**src/include/sae_map.svh**
```systemverilog
// register offsets, field positions and timing counts
// assumes: included by the package and the axis module, bare name
`ifndef SAE_MAP_SVH
`define SAE_MAP_SVH

`define SAE_ADDR_W        8
`define SAE_OFF_COIL_OPT  8'hcc
`define SAE_OFF_LOAD      8'hce
`define SAE_OFF_EXT_ERR   8'hcf
`define SAE_OFF_FAULT     8'hd0
`define SAE_OFF_ENC_CNT   8'hd1
`define SAE_OFF_ZERO_ARM  8'hd2
`define SAE_OFF_CFG       8'he0
`define SAE_OFF_IRQ_STAT  8'he1
`define SAE_OFF_IRQ_MASK  8'he2

`define SAE_EXT_STALL     0
`define SAE_EXT_DEV       1

`define SAE_FLT_STALL     0
`define SAE_FLT_OVT       1
`define SAE_FLT_OVT_WARN  2
`define SAE_FLT_SHORT_A   3
`define SAE_FLT_SHORT_B   4
`define SAE_FLT_OPEN_A    5
`define SAE_FLT_OPEN_B    6
`define SAE_FLT_STILL     7

`define SAE_CFG_STBY_ZERO 0
`define SAE_CFG_QUIET     1

`define SAE_IRQ_STALL     0
`define SAE_IRQ_DEV       1
`define SAE_IRQ_OVT       2
`define SAE_IRQ_SHORT     3
`define SAE_IRQ_ZERO_CLR  4
`define SAE_IRQ_W         5

`define SAE_STILL_LOG2    20
`define SAE_STILL_CYCLES  (1 << `SAE_STILL_LOG2)
`define SAE_STILL_W       21

`endif

```
**src/include/sae_pkg.sv**
```systemverilog
// types shared by the axis status and encoder block
// assumes: sae_map.svh on the include path
package sae_pkg;
  `include "sae_map.svh"

  typedef enum logic [1:0] {
    SAE_COIL_NORMAL,
    SAE_COIL_FREEWHEEL,
    SAE_COIL_SHORT_LS,
    SAE_COIL_SHORT_HS
  } sae_coil_t;

  // raw driver stage pins, asynchronous to clk_sys
  typedef struct packed {
    logic stall;
    logic ovt;
    logic ovt_warn;
    logic short_a;
    logic short_b;
    logic chop_a;
    logic chop_b;
    logic pol_a;
    logic pol_b;
    logic step;
  } sae_drv_t;

  // built-in encoder decoder outputs, on clk_sys
  typedef struct packed {
    logic inc;
    logic dec;
    logic at_zero;
  } sae_enc_t;

  typedef struct packed {
    sae_drv_t                   drv_s1;
    sae_drv_t                   drv_s2;
    sae_drv_t                   drv_prev;
    sae_coil_t                  coil_opt;
    sae_coil_t                  coil_out;
    logic                       stby_zero;
    logic                       quiet;
    logic [1:0]                 ext_err;
    logic [1:0]                 chop_seen;
    logic [1:0]                 open_load;
    logic [`SAE_STILL_W-1:0]    still_cnt;
    logic                       standstill;
    logic [31:0]                enc_cnt;
    logic                       zero_arm;
    logic [`SAE_IRQ_W-1:0]      irq_stat;
    logic [`SAE_IRQ_W-1:0]      irq_mask;
    logic [31:0]                rdata;
  } sae_state_t;
endpackage

```
**src/sae_axis.sv**
```systemverilog
// axis status and built-in encoder logic for one stepper axis
// assumes: driver pins async (synchronised here); encoder, load and
// deviation inputs come from logic on clk_sys
// Function
// - standstill coil option applies only with zero standby current and quiet chopper
// - option code: 0 normal, 1 freewheel, 2 low-side short, 3 high-side short
// - read-only load measurement 0..1023 from stall detection
// - extended errors: weight 1 stall, weight 2 position deviation
// - extended errors clear after being read or on a motion command
// - fault bits 0 stall, 1 overtemperature shutdown, 2 temperature pre-warning
// - fault bits 3/4 short to ground A/B; driver shut down while set
// - open-load bits 5/6 when no chopper event during last constant polarity
// - fault bit 7 standstill when no step pulse in last 2^20 cycles
// - encoder count signed 32-bit, readable and writable
// - armed clear-on-zero clears encoder count at zero position
// - clear-on-zero arm returns to 0 after performing the clear
//
// Strobed register access is this design's own decision.
`timescale 1ns/1ps
`include "sae_map.svh"

module sae_axis
  import sae_pkg::*;
#(
  parameter int STILL_CYCLES = `SAE_STILL_CYCLES
) (
  input  wire logic                   clk_sys,
  input  wire logic                   rst,
  input  wire logic [`SAE_ADDR_W-1:0] addr,
  input  wire logic [31:0]            wdata,
  input  wire logic                   wr_en,
  input  wire logic                   rd_en,
  output logic      [31:0]            rdata,
  input  wire sae_drv_t               drv_pins,
  input  wire sae_enc_t               enc,
  input  wire logic [9:0]             load_value,
  input  wire logic                   deviation_err,
  input  wire logic                   motion_cmd,
  output sae_coil_t                   coil_mode,
  output logic                        driver_shutdown,
  output logic                        irq
);

  sae_state_t st_reg;
  sae_state_t st_next;

  localparam logic [`SAE_STILL_W-1:0] STILL_LIMIT = `SAE_STILL_W'(STILL_CYCLES);

  function automatic logic hit(input logic [`SAE_ADDR_W-1:0] a,
                               input logic [`SAE_ADDR_W-1:0] off);
    hit = (a == off);
  endfunction

  logic [7:0]            fault;
  logic                  stall_rise;
  logic                  ovt_rise;
  logic                  short_rise;
  logic                  step_rise;
  logic                  zero_clear;
  logic [1:0]            chop_rise;
  logic [1:0]            pol_change;
  logic [`SAE_IRQ_W-1:0] irq_evt;
  logic [1:0]            ext_set;

  always_comb begin
    fault = '0;
    fault[`SAE_FLT_STALL]    = st_reg.drv_s2.stall;
    fault[`SAE_FLT_OVT]      = st_reg.drv_s2.ovt;
    fault[`SAE_FLT_OVT_WARN] = st_reg.drv_s2.ovt_warn;
    fault[`SAE_FLT_SHORT_A]  = st_reg.drv_s2.short_a;
    fault[`SAE_FLT_SHORT_B]  = st_reg.drv_s2.short_b;
    fault[`SAE_FLT_OPEN_A]   = st_reg.open_load[0];
    fault[`SAE_FLT_OPEN_B]   = st_reg.open_load[1];
    fault[`SAE_FLT_STILL]    = st_reg.standstill;
  end

  // edges use stage two and its delayed copy, never the first stage
  assign stall_rise    = st_reg.drv_s2.stall & ~st_reg.drv_prev.stall;
  assign ovt_rise      = st_reg.drv_s2.ovt & ~st_reg.drv_prev.ovt;
  assign short_rise    = (st_reg.drv_s2.short_a & ~st_reg.drv_prev.short_a)
                       | (st_reg.drv_s2.short_b & ~st_reg.drv_prev.short_b);
  assign step_rise     = st_reg.drv_s2.step & ~st_reg.drv_prev.step;
  assign chop_rise[0]  = st_reg.drv_s2.chop_a & ~st_reg.drv_prev.chop_a;
  assign chop_rise[1]  = st_reg.drv_s2.chop_b & ~st_reg.drv_prev.chop_b;
  assign pol_change[0] = st_reg.drv_s2.pol_a ^ st_reg.drv_prev.pol_a;
  assign pol_change[1] = st_reg.drv_s2.pol_b ^ st_reg.drv_prev.pol_b;
  assign zero_clear    = st_reg.zero_arm & enc.at_zero;

  assign ext_set[`SAE_EXT_STALL] = stall_rise;
  assign ext_set[`SAE_EXT_DEV]   = deviation_err;

  always_comb begin
    irq_evt = '0;
    irq_evt[`SAE_IRQ_STALL]    = stall_rise;
    irq_evt[`SAE_IRQ_DEV]      = deviation_err;
    irq_evt[`SAE_IRQ_OVT]      = ovt_rise;
    irq_evt[`SAE_IRQ_SHORT]    = short_rise;
    irq_evt[`SAE_IRQ_ZERO_CLR] = zero_clear;
  end

  always_comb begin
    st_next = st_reg;
    st_next.drv_s1   = drv_pins;
    st_next.drv_s2   = st_reg.drv_s1;
    st_next.drv_prev = st_reg.drv_s2;

    // open load: judged at each polarity reversal, per coil
    for (int c = 0; c < 2; c++) begin
      if (pol_change[c]) begin
        st_next.open_load[c] = ~(st_reg.chop_seen[c] | chop_rise[c]);
        st_next.chop_seen[c] = 1'b0;
      end else if (chop_rise[c]) begin
        st_next.chop_seen[c] = 1'b1;
      end
    end

    // standstill counter saturates so it cannot wrap back to moving
    if (step_rise) begin
      st_next.still_cnt  = '0;
      st_next.standstill = 1'b0;
    end else if (st_reg.still_cnt >= STILL_LIMIT - `SAE_STILL_W'(1)) begin
      st_next.still_cnt  = STILL_LIMIT;
      st_next.standstill = 1'b1;
    end else begin
      st_next.still_cnt = st_reg.still_cnt + `SAE_STILL_W'(1);
    end

    // extended errors: a new event wins over a same-cycle clear
    if ((rd_en && hit(addr, `SAE_OFF_EXT_ERR)) || motion_cmd) begin
      st_next.ext_err = ext_set;
    end else begin
      st_next.ext_err = st_reg.ext_err | ext_set;
    end

    // encoder count: host write beats zero clear beats counting
    if (wr_en && hit(addr, `SAE_OFF_ENC_CNT)) begin
      st_next.enc_cnt = wdata;
    end else if (zero_clear) begin
      st_next.enc_cnt = '0;
    end else if (enc.inc && !enc.dec) begin
      st_next.enc_cnt = st_reg.enc_cnt + 32'h0000_0001;
    end else if (enc.dec && !enc.inc) begin
      st_next.enc_cnt = st_reg.enc_cnt - 32'h0000_0001;
    end

    if (wr_en && hit(addr, `SAE_OFF_ZERO_ARM)) begin
      st_next.zero_arm = wdata[0];
    end else if (zero_clear) begin
      st_next.zero_arm = 1'b0;
    end

    if (wr_en && hit(addr, `SAE_OFF_COIL_OPT)) begin
      st_next.coil_opt = sae_coil_t'(wdata[1:0]);
    end
    if (wr_en && hit(addr, `SAE_OFF_CFG)) begin
      st_next.stby_zero = wdata[`SAE_CFG_STBY_ZERO];
      st_next.quiet     = wdata[`SAE_CFG_QUIET];
    end
    if (wr_en && hit(addr, `SAE_OFF_IRQ_MASK)) begin
      st_next.irq_mask = wdata[`SAE_IRQ_W-1:0];
    end
    if (wr_en && hit(addr, `SAE_OFF_IRQ_STAT)) begin
      st_next.irq_stat = (st_reg.irq_stat & ~wdata[`SAE_IRQ_W-1:0]) | irq_evt;
    end else begin
      st_next.irq_stat = st_reg.irq_stat | irq_evt;
    end

    // option only reaches the bridge under both conditions
    if (st_reg.stby_zero && st_reg.quiet) begin
      st_next.coil_out = st_reg.coil_opt;
    end else begin
      st_next.coil_out = SAE_COIL_NORMAL;
    end

    st_next.rdata = '0;
    if (rd_en) begin
      unique case (addr)
        `SAE_OFF_COIL_OPT: st_next.rdata[1:0] = st_reg.coil_opt;
        `SAE_OFF_LOAD:     st_next.rdata[9:0] = load_value;
        `SAE_OFF_EXT_ERR:  st_next.rdata[1:0] = st_reg.ext_err;
        `SAE_OFF_FAULT:    st_next.rdata[7:0] = fault;
        `SAE_OFF_ENC_CNT:  st_next.rdata = st_reg.enc_cnt;
        `SAE_OFF_ZERO_ARM: st_next.rdata[0] = st_reg.zero_arm;
        `SAE_OFF_CFG: begin
          st_next.rdata[`SAE_CFG_STBY_ZERO] = st_reg.stby_zero;
          st_next.rdata[`SAE_CFG_QUIET]     = st_reg.quiet;
        end
        `SAE_OFF_IRQ_STAT: st_next.rdata[`SAE_IRQ_W-1:0] = st_reg.irq_stat;
        `SAE_OFF_IRQ_MASK: st_next.rdata[`SAE_IRQ_W-1:0] = st_reg.irq_mask;
        default:           st_next.rdata = '0;
      endcase
    end
  end

  always_ff @(posedge clk_sys or posedge rst) begin
    if (rst) begin
      st_reg <= '0;
    end else begin
      st_reg <= st_next;
    end
  end

  assign rdata           = st_reg.rdata;
  assign coil_mode       = st_reg.coil_out;
  // overtemperature or either short holds the bridge off
  assign driver_shutdown = st_reg.drv_s2.ovt | st_reg.drv_s2.short_a
                         | st_reg.drv_s2.short_b;
  assign irq             = |(st_reg.irq_stat & st_reg.irq_mask);
endmodule

```
**config.mk**
```make
export PLATFORM = sky130hd
export DESIGN_NAME = sae_axis
export DESIGN_NICKNAME = d
export VERILOG_FILES = /design/src/include/sae_pkg.sv /design/src/sae_axis.sv
export VERILOG_INCLUDE_DIRS = /design/src /design/src/include
export SDC_FILE = /design/constraint.sdc
export NUM_CORES = 1
export LEC_CHECK = 0
export BUFFER_PORTS_ARGS = -buffer_cell sky130_fd_sc_hd__buf_2
export CORE_MARGIN = 4
export CORE_UTILIZATION = 50
export CTS_BUF_LIST = sky130_fd_sc_hd__clkbuf_4
export CTS_CLUSTER_DIAMETER = 30
export DETAILED_ROUTE_END_ITERATION = 8
export GPL_ROUTABILITY_DRIVEN = 0
export HOLD_SLACK_MARGIN = 0.03
export MAX_ROUTING_LAYER = met4
export PLACE_DENSITY = 0.71
export SYNTH_ARGS = -nofsm -noshare
export SYNTH_HDL_FRONTEND = slang
export SYNTH_SLANG_ARGS = --single-unit
```
**constraint.sdc**
```tcl
create_clock -name clk_sys -period 8.4 [get_ports clk_sys]
set_clock_uncertainty 0.15 [all_clocks]
set_input_delay 1.26 -clock clk_sys [delete_from_list [all_inputs] [get_ports clk_sys]]
set_output_delay 1.26 -clock clk_sys [all_outputs]
set_load 0.005 [all_outputs]
```
==> key figures <==
Power and ir drop
  • Total power: 2.34 mW
  • Leakage: 3.99 nW
  • Power per cell area: 284 nW/um^2
  • Maximum vdd ir drop: 130 uV

Status
  • Status: finished, final reports clean

Clocking
  • Post-CTS sizing: 0
  • Longest Clk Path Bufs: 2
  • CTS Buf Count: 17
  • Setup bufs post-CTS: 0
  • CTS tree: built
  • CTS Hold Buffers Added: 0
  • CTS Sinks: 138
  • Latest clock arrival within the worst-skew pair: 560 ps
  • Clock transition at path regs: 130 ps
  • Root Buffer: clkbuf_4
  • H-tree levels: 4

Worst setup path
  • CP required: 8720 ps
  • Crit-path slowest cell: a21oi_1
  • Class of the most critical setup path: input port to flop
  • Internal reg-to-reg setup slack: 5130 ps
  • CP top delay family: compound AO/OA/AOI/OAI gates
  • Crit-path max cell delay: 430 ps
  • R2R cell count: 10
  • CP Launch Type: input port
  • Critical path arrival: 4440 ps
  • Critical Path Sink Type: flop
  • Crit-path cells: buf_2, inv_1, ha_2, inv_1, buf_4, ha_1, a21oi_1, nand2_1, a31oi_1, o21ai_1, a21oi_1, o21ai_0, a21oi_1, o2111ai_1, a22o_1
  • Max FO, Critical Path: 38
  • Reg2reg start: st_reg[43]
  • Cell mode on critical path: a21oi_1
  • Reg2reg end: st_reg[71]
  • CP bufs+invs: 4

Final layout
  • Fin nets: 953
  • # diodes: 0
  • Max reg flops: 81
  • Commonest non-fill, non-tap cell in the layout: dfrtp_1
  • Filler Cells Inserted: 1327
  • Share of cells above drive strength 1: 19.6%
  • Most frequent cells in the layout: dfrtp_1 (138), buf_2 (104), nand2_1 (80)
  • Synth-to-layout area growth: 8.66%

Yosys
  • Main combinational cell family by area after synthesis: simple AND/OR/NAND/NOR gates
  • Ys async rst share: 100%
  • Primary FF master, synth: dfrtp_1
  • Synth Instances: 787
  • Post-synth EDFFs: 0
  • Synth Warn #: 0
  • Netlist Area Pre-Place: 7590 um^2
  • Post-Synth Simple-Gate Area: 16.7%
  • Synth unique cells: 58
  • Net count after synthesis: 896
  • #FFs+latches synth: 138
  • Post-synthesis sequential area ratio: 45.5%
  • Post-synthesis mux area share: 3.05%
  • Post-Synth Adder-Cell Area: 6.69%
  • Synth Area in Compound Gates: 16.6%
  • Post-Synth XOR/XNOR Area: 5.54%
  • Mean Syn Cell Area: 9.64 um^2

Min path
  • Hold endpoint: fault[1]
  • Worst hold path type: flop to flop
  • Hold depth: 0
  • Min-delay src: st_next[127]

Die
  • Initial core utilization: 51.6%
  • Top Ports: 105
  • Row cnt: 44
  • DIE WIDTH: 131 um
  • DIE AREA: 17200 um^2
  • Core Area: 14700 um^2
  • Die Height: 131 um

Detailed routing
  • Met3 wire length: 892 um
  • Final wirelength: 16900 um
  • DRC violations left: 0
  • Metal-1 WL: 7930 um
  • First-pass DRT Iterations: 7
  • Met2 Wirelength: 7690 um
  • DR iter-0 viols: 420
  • Top Layer Used: met4
  • Number of vias per cell: 5.69
  • Via Count: 5919
  • DR WL/cell: 16.2 um
  • Antenna Nets Post-Route: 0

STA
  • RSZ-0062 raised after global routing: false
  • Fin crit period: 4130 ps
  • Slew @ Worst Pin: 1040 ps
  • Final setup viols: 0
  • Setup TNS Final: 0 ps
  • Pins Over Slew Limit: 0
  • Final hold vios: 0
  • Period Utilization, post-route: 49.2%
  • Max Freq: 242 MHz
  • Slew HR: 30.8%

Flow run
  • Max_cap viols: 0

GRT
  • Grt ovf: 0
  • Largest net degree at the start of global routing: 73
  • Antenna violations before repair: 1
  • Vias in the first global route: 5913
  • Total track usage: 21.0%
  • First-pass GRT wire length: 29100 um

Placed design
  • I/O Buffers: 104
  • Hpwl dp: 12000 um
==> cell type report <==
class	count	area (um^2)	share of cell area (%)
clock buffer	17	128	1.55
timing repair buffer	108	551	6.68
sequential	138	3450	41.9
tap	184	230	2.79
clock inverter	15	131	1.59
multi-input combinational	563	3690	44.7
inverter	16	65.1	0.789
==> synthesized netlist by cell type, types with 9 or more instances <==
library cell / count / area share, %
xor2_1: 30 / 3.5
and2_1: 27 / 2.2
ha_1: 39 / 6.4
inv_1: 16 / 0.79
nand2_1: 80 / 4.0
a22oi_1: 11 / 1.1
dfrtp_1: 138 / 46
xnor2_1: 18 / 2.1
mux2_2: 17 / 2.5
and3_1: 18 / 1.5
clkbuf_1: 33 / 1.6
a21o_1: 25 / 2.5
nand3_1: 27 / 1.8
nor2_1: 63 / 3.1
a21oi_1: 53 / 3.5
nor3_1: 9 / 0.59
nor2b_1: 12 / 0.99
o21ai_0: 39 / 2.6
buf_4: 34 / 3.4
==> how the worst max path moves through the flow <==
stage | start | cells past startpoint | endpoint
after global routing | enc[1] | 15 | st_reg[71]
after CTS | enc[1] | 15 | st_reg[71]
after global placement | enc[1] | 15 | st_reg[71]
final | enc[1] | 15 | st_reg[71]
after floorplan | rst | 1 | coil_mode[0]
after detailed placement | enc[1] | 15 | st_reg[71]
==> power by group <==
part	switching [mW]	internal [mW]	leakage (nW)
Combinational	0.595	0.472	2.09
Clock	0.280	0.128	0.142
Sequential	0.0983	0.766	1.76
Total	0.973	1.37	3.99
==> cells by family (layout without fill, tap and decap cells) <==
| kind of cell | after synthesis | after routing |
|---|---|---|
| AO/OA/AOI/OAI | 191 | 191 |
| XOR/XNOR | 48 | 48 |
| adder cells (fa/ha/maj) | 40 | 40 |
| buffers and inverters | 86 | 156 |
| flip-flops | 138 | 138 |
| multiplexers | 21 | 21 |
| AND/OR/NAND/NOR | 263 | 263 |
==> metrics by stage <==
step / instance area (um^2) / hold slack [ps] / util [%] / std cells / setup slack, ps
floorplan: 7590 / 181 / - / 787 / 3290
global placement: 7990 / 183 / 54.3 / 1009 / 3820
detailed placement: 7990 / 186 / 54.3 / 1009 / 3760
CTS: 8250 / 216 / 56.1 / 1041 / 4360
global route: 8250 / 227 / 56.1 / 1041 / 3970
finish: 8250 / 213 / 56.1 / 1041 / 4270
==> layer usage <==
metal  GRT usage (%)  vias to the layer above
met5               -                        -
met1            28.3                     2858
met2            31.7                      166
met4            7.12                        0
li1                -                     2859
met3            4.51                       36
No activity file was read; power rests on OpenSTA's default activity.
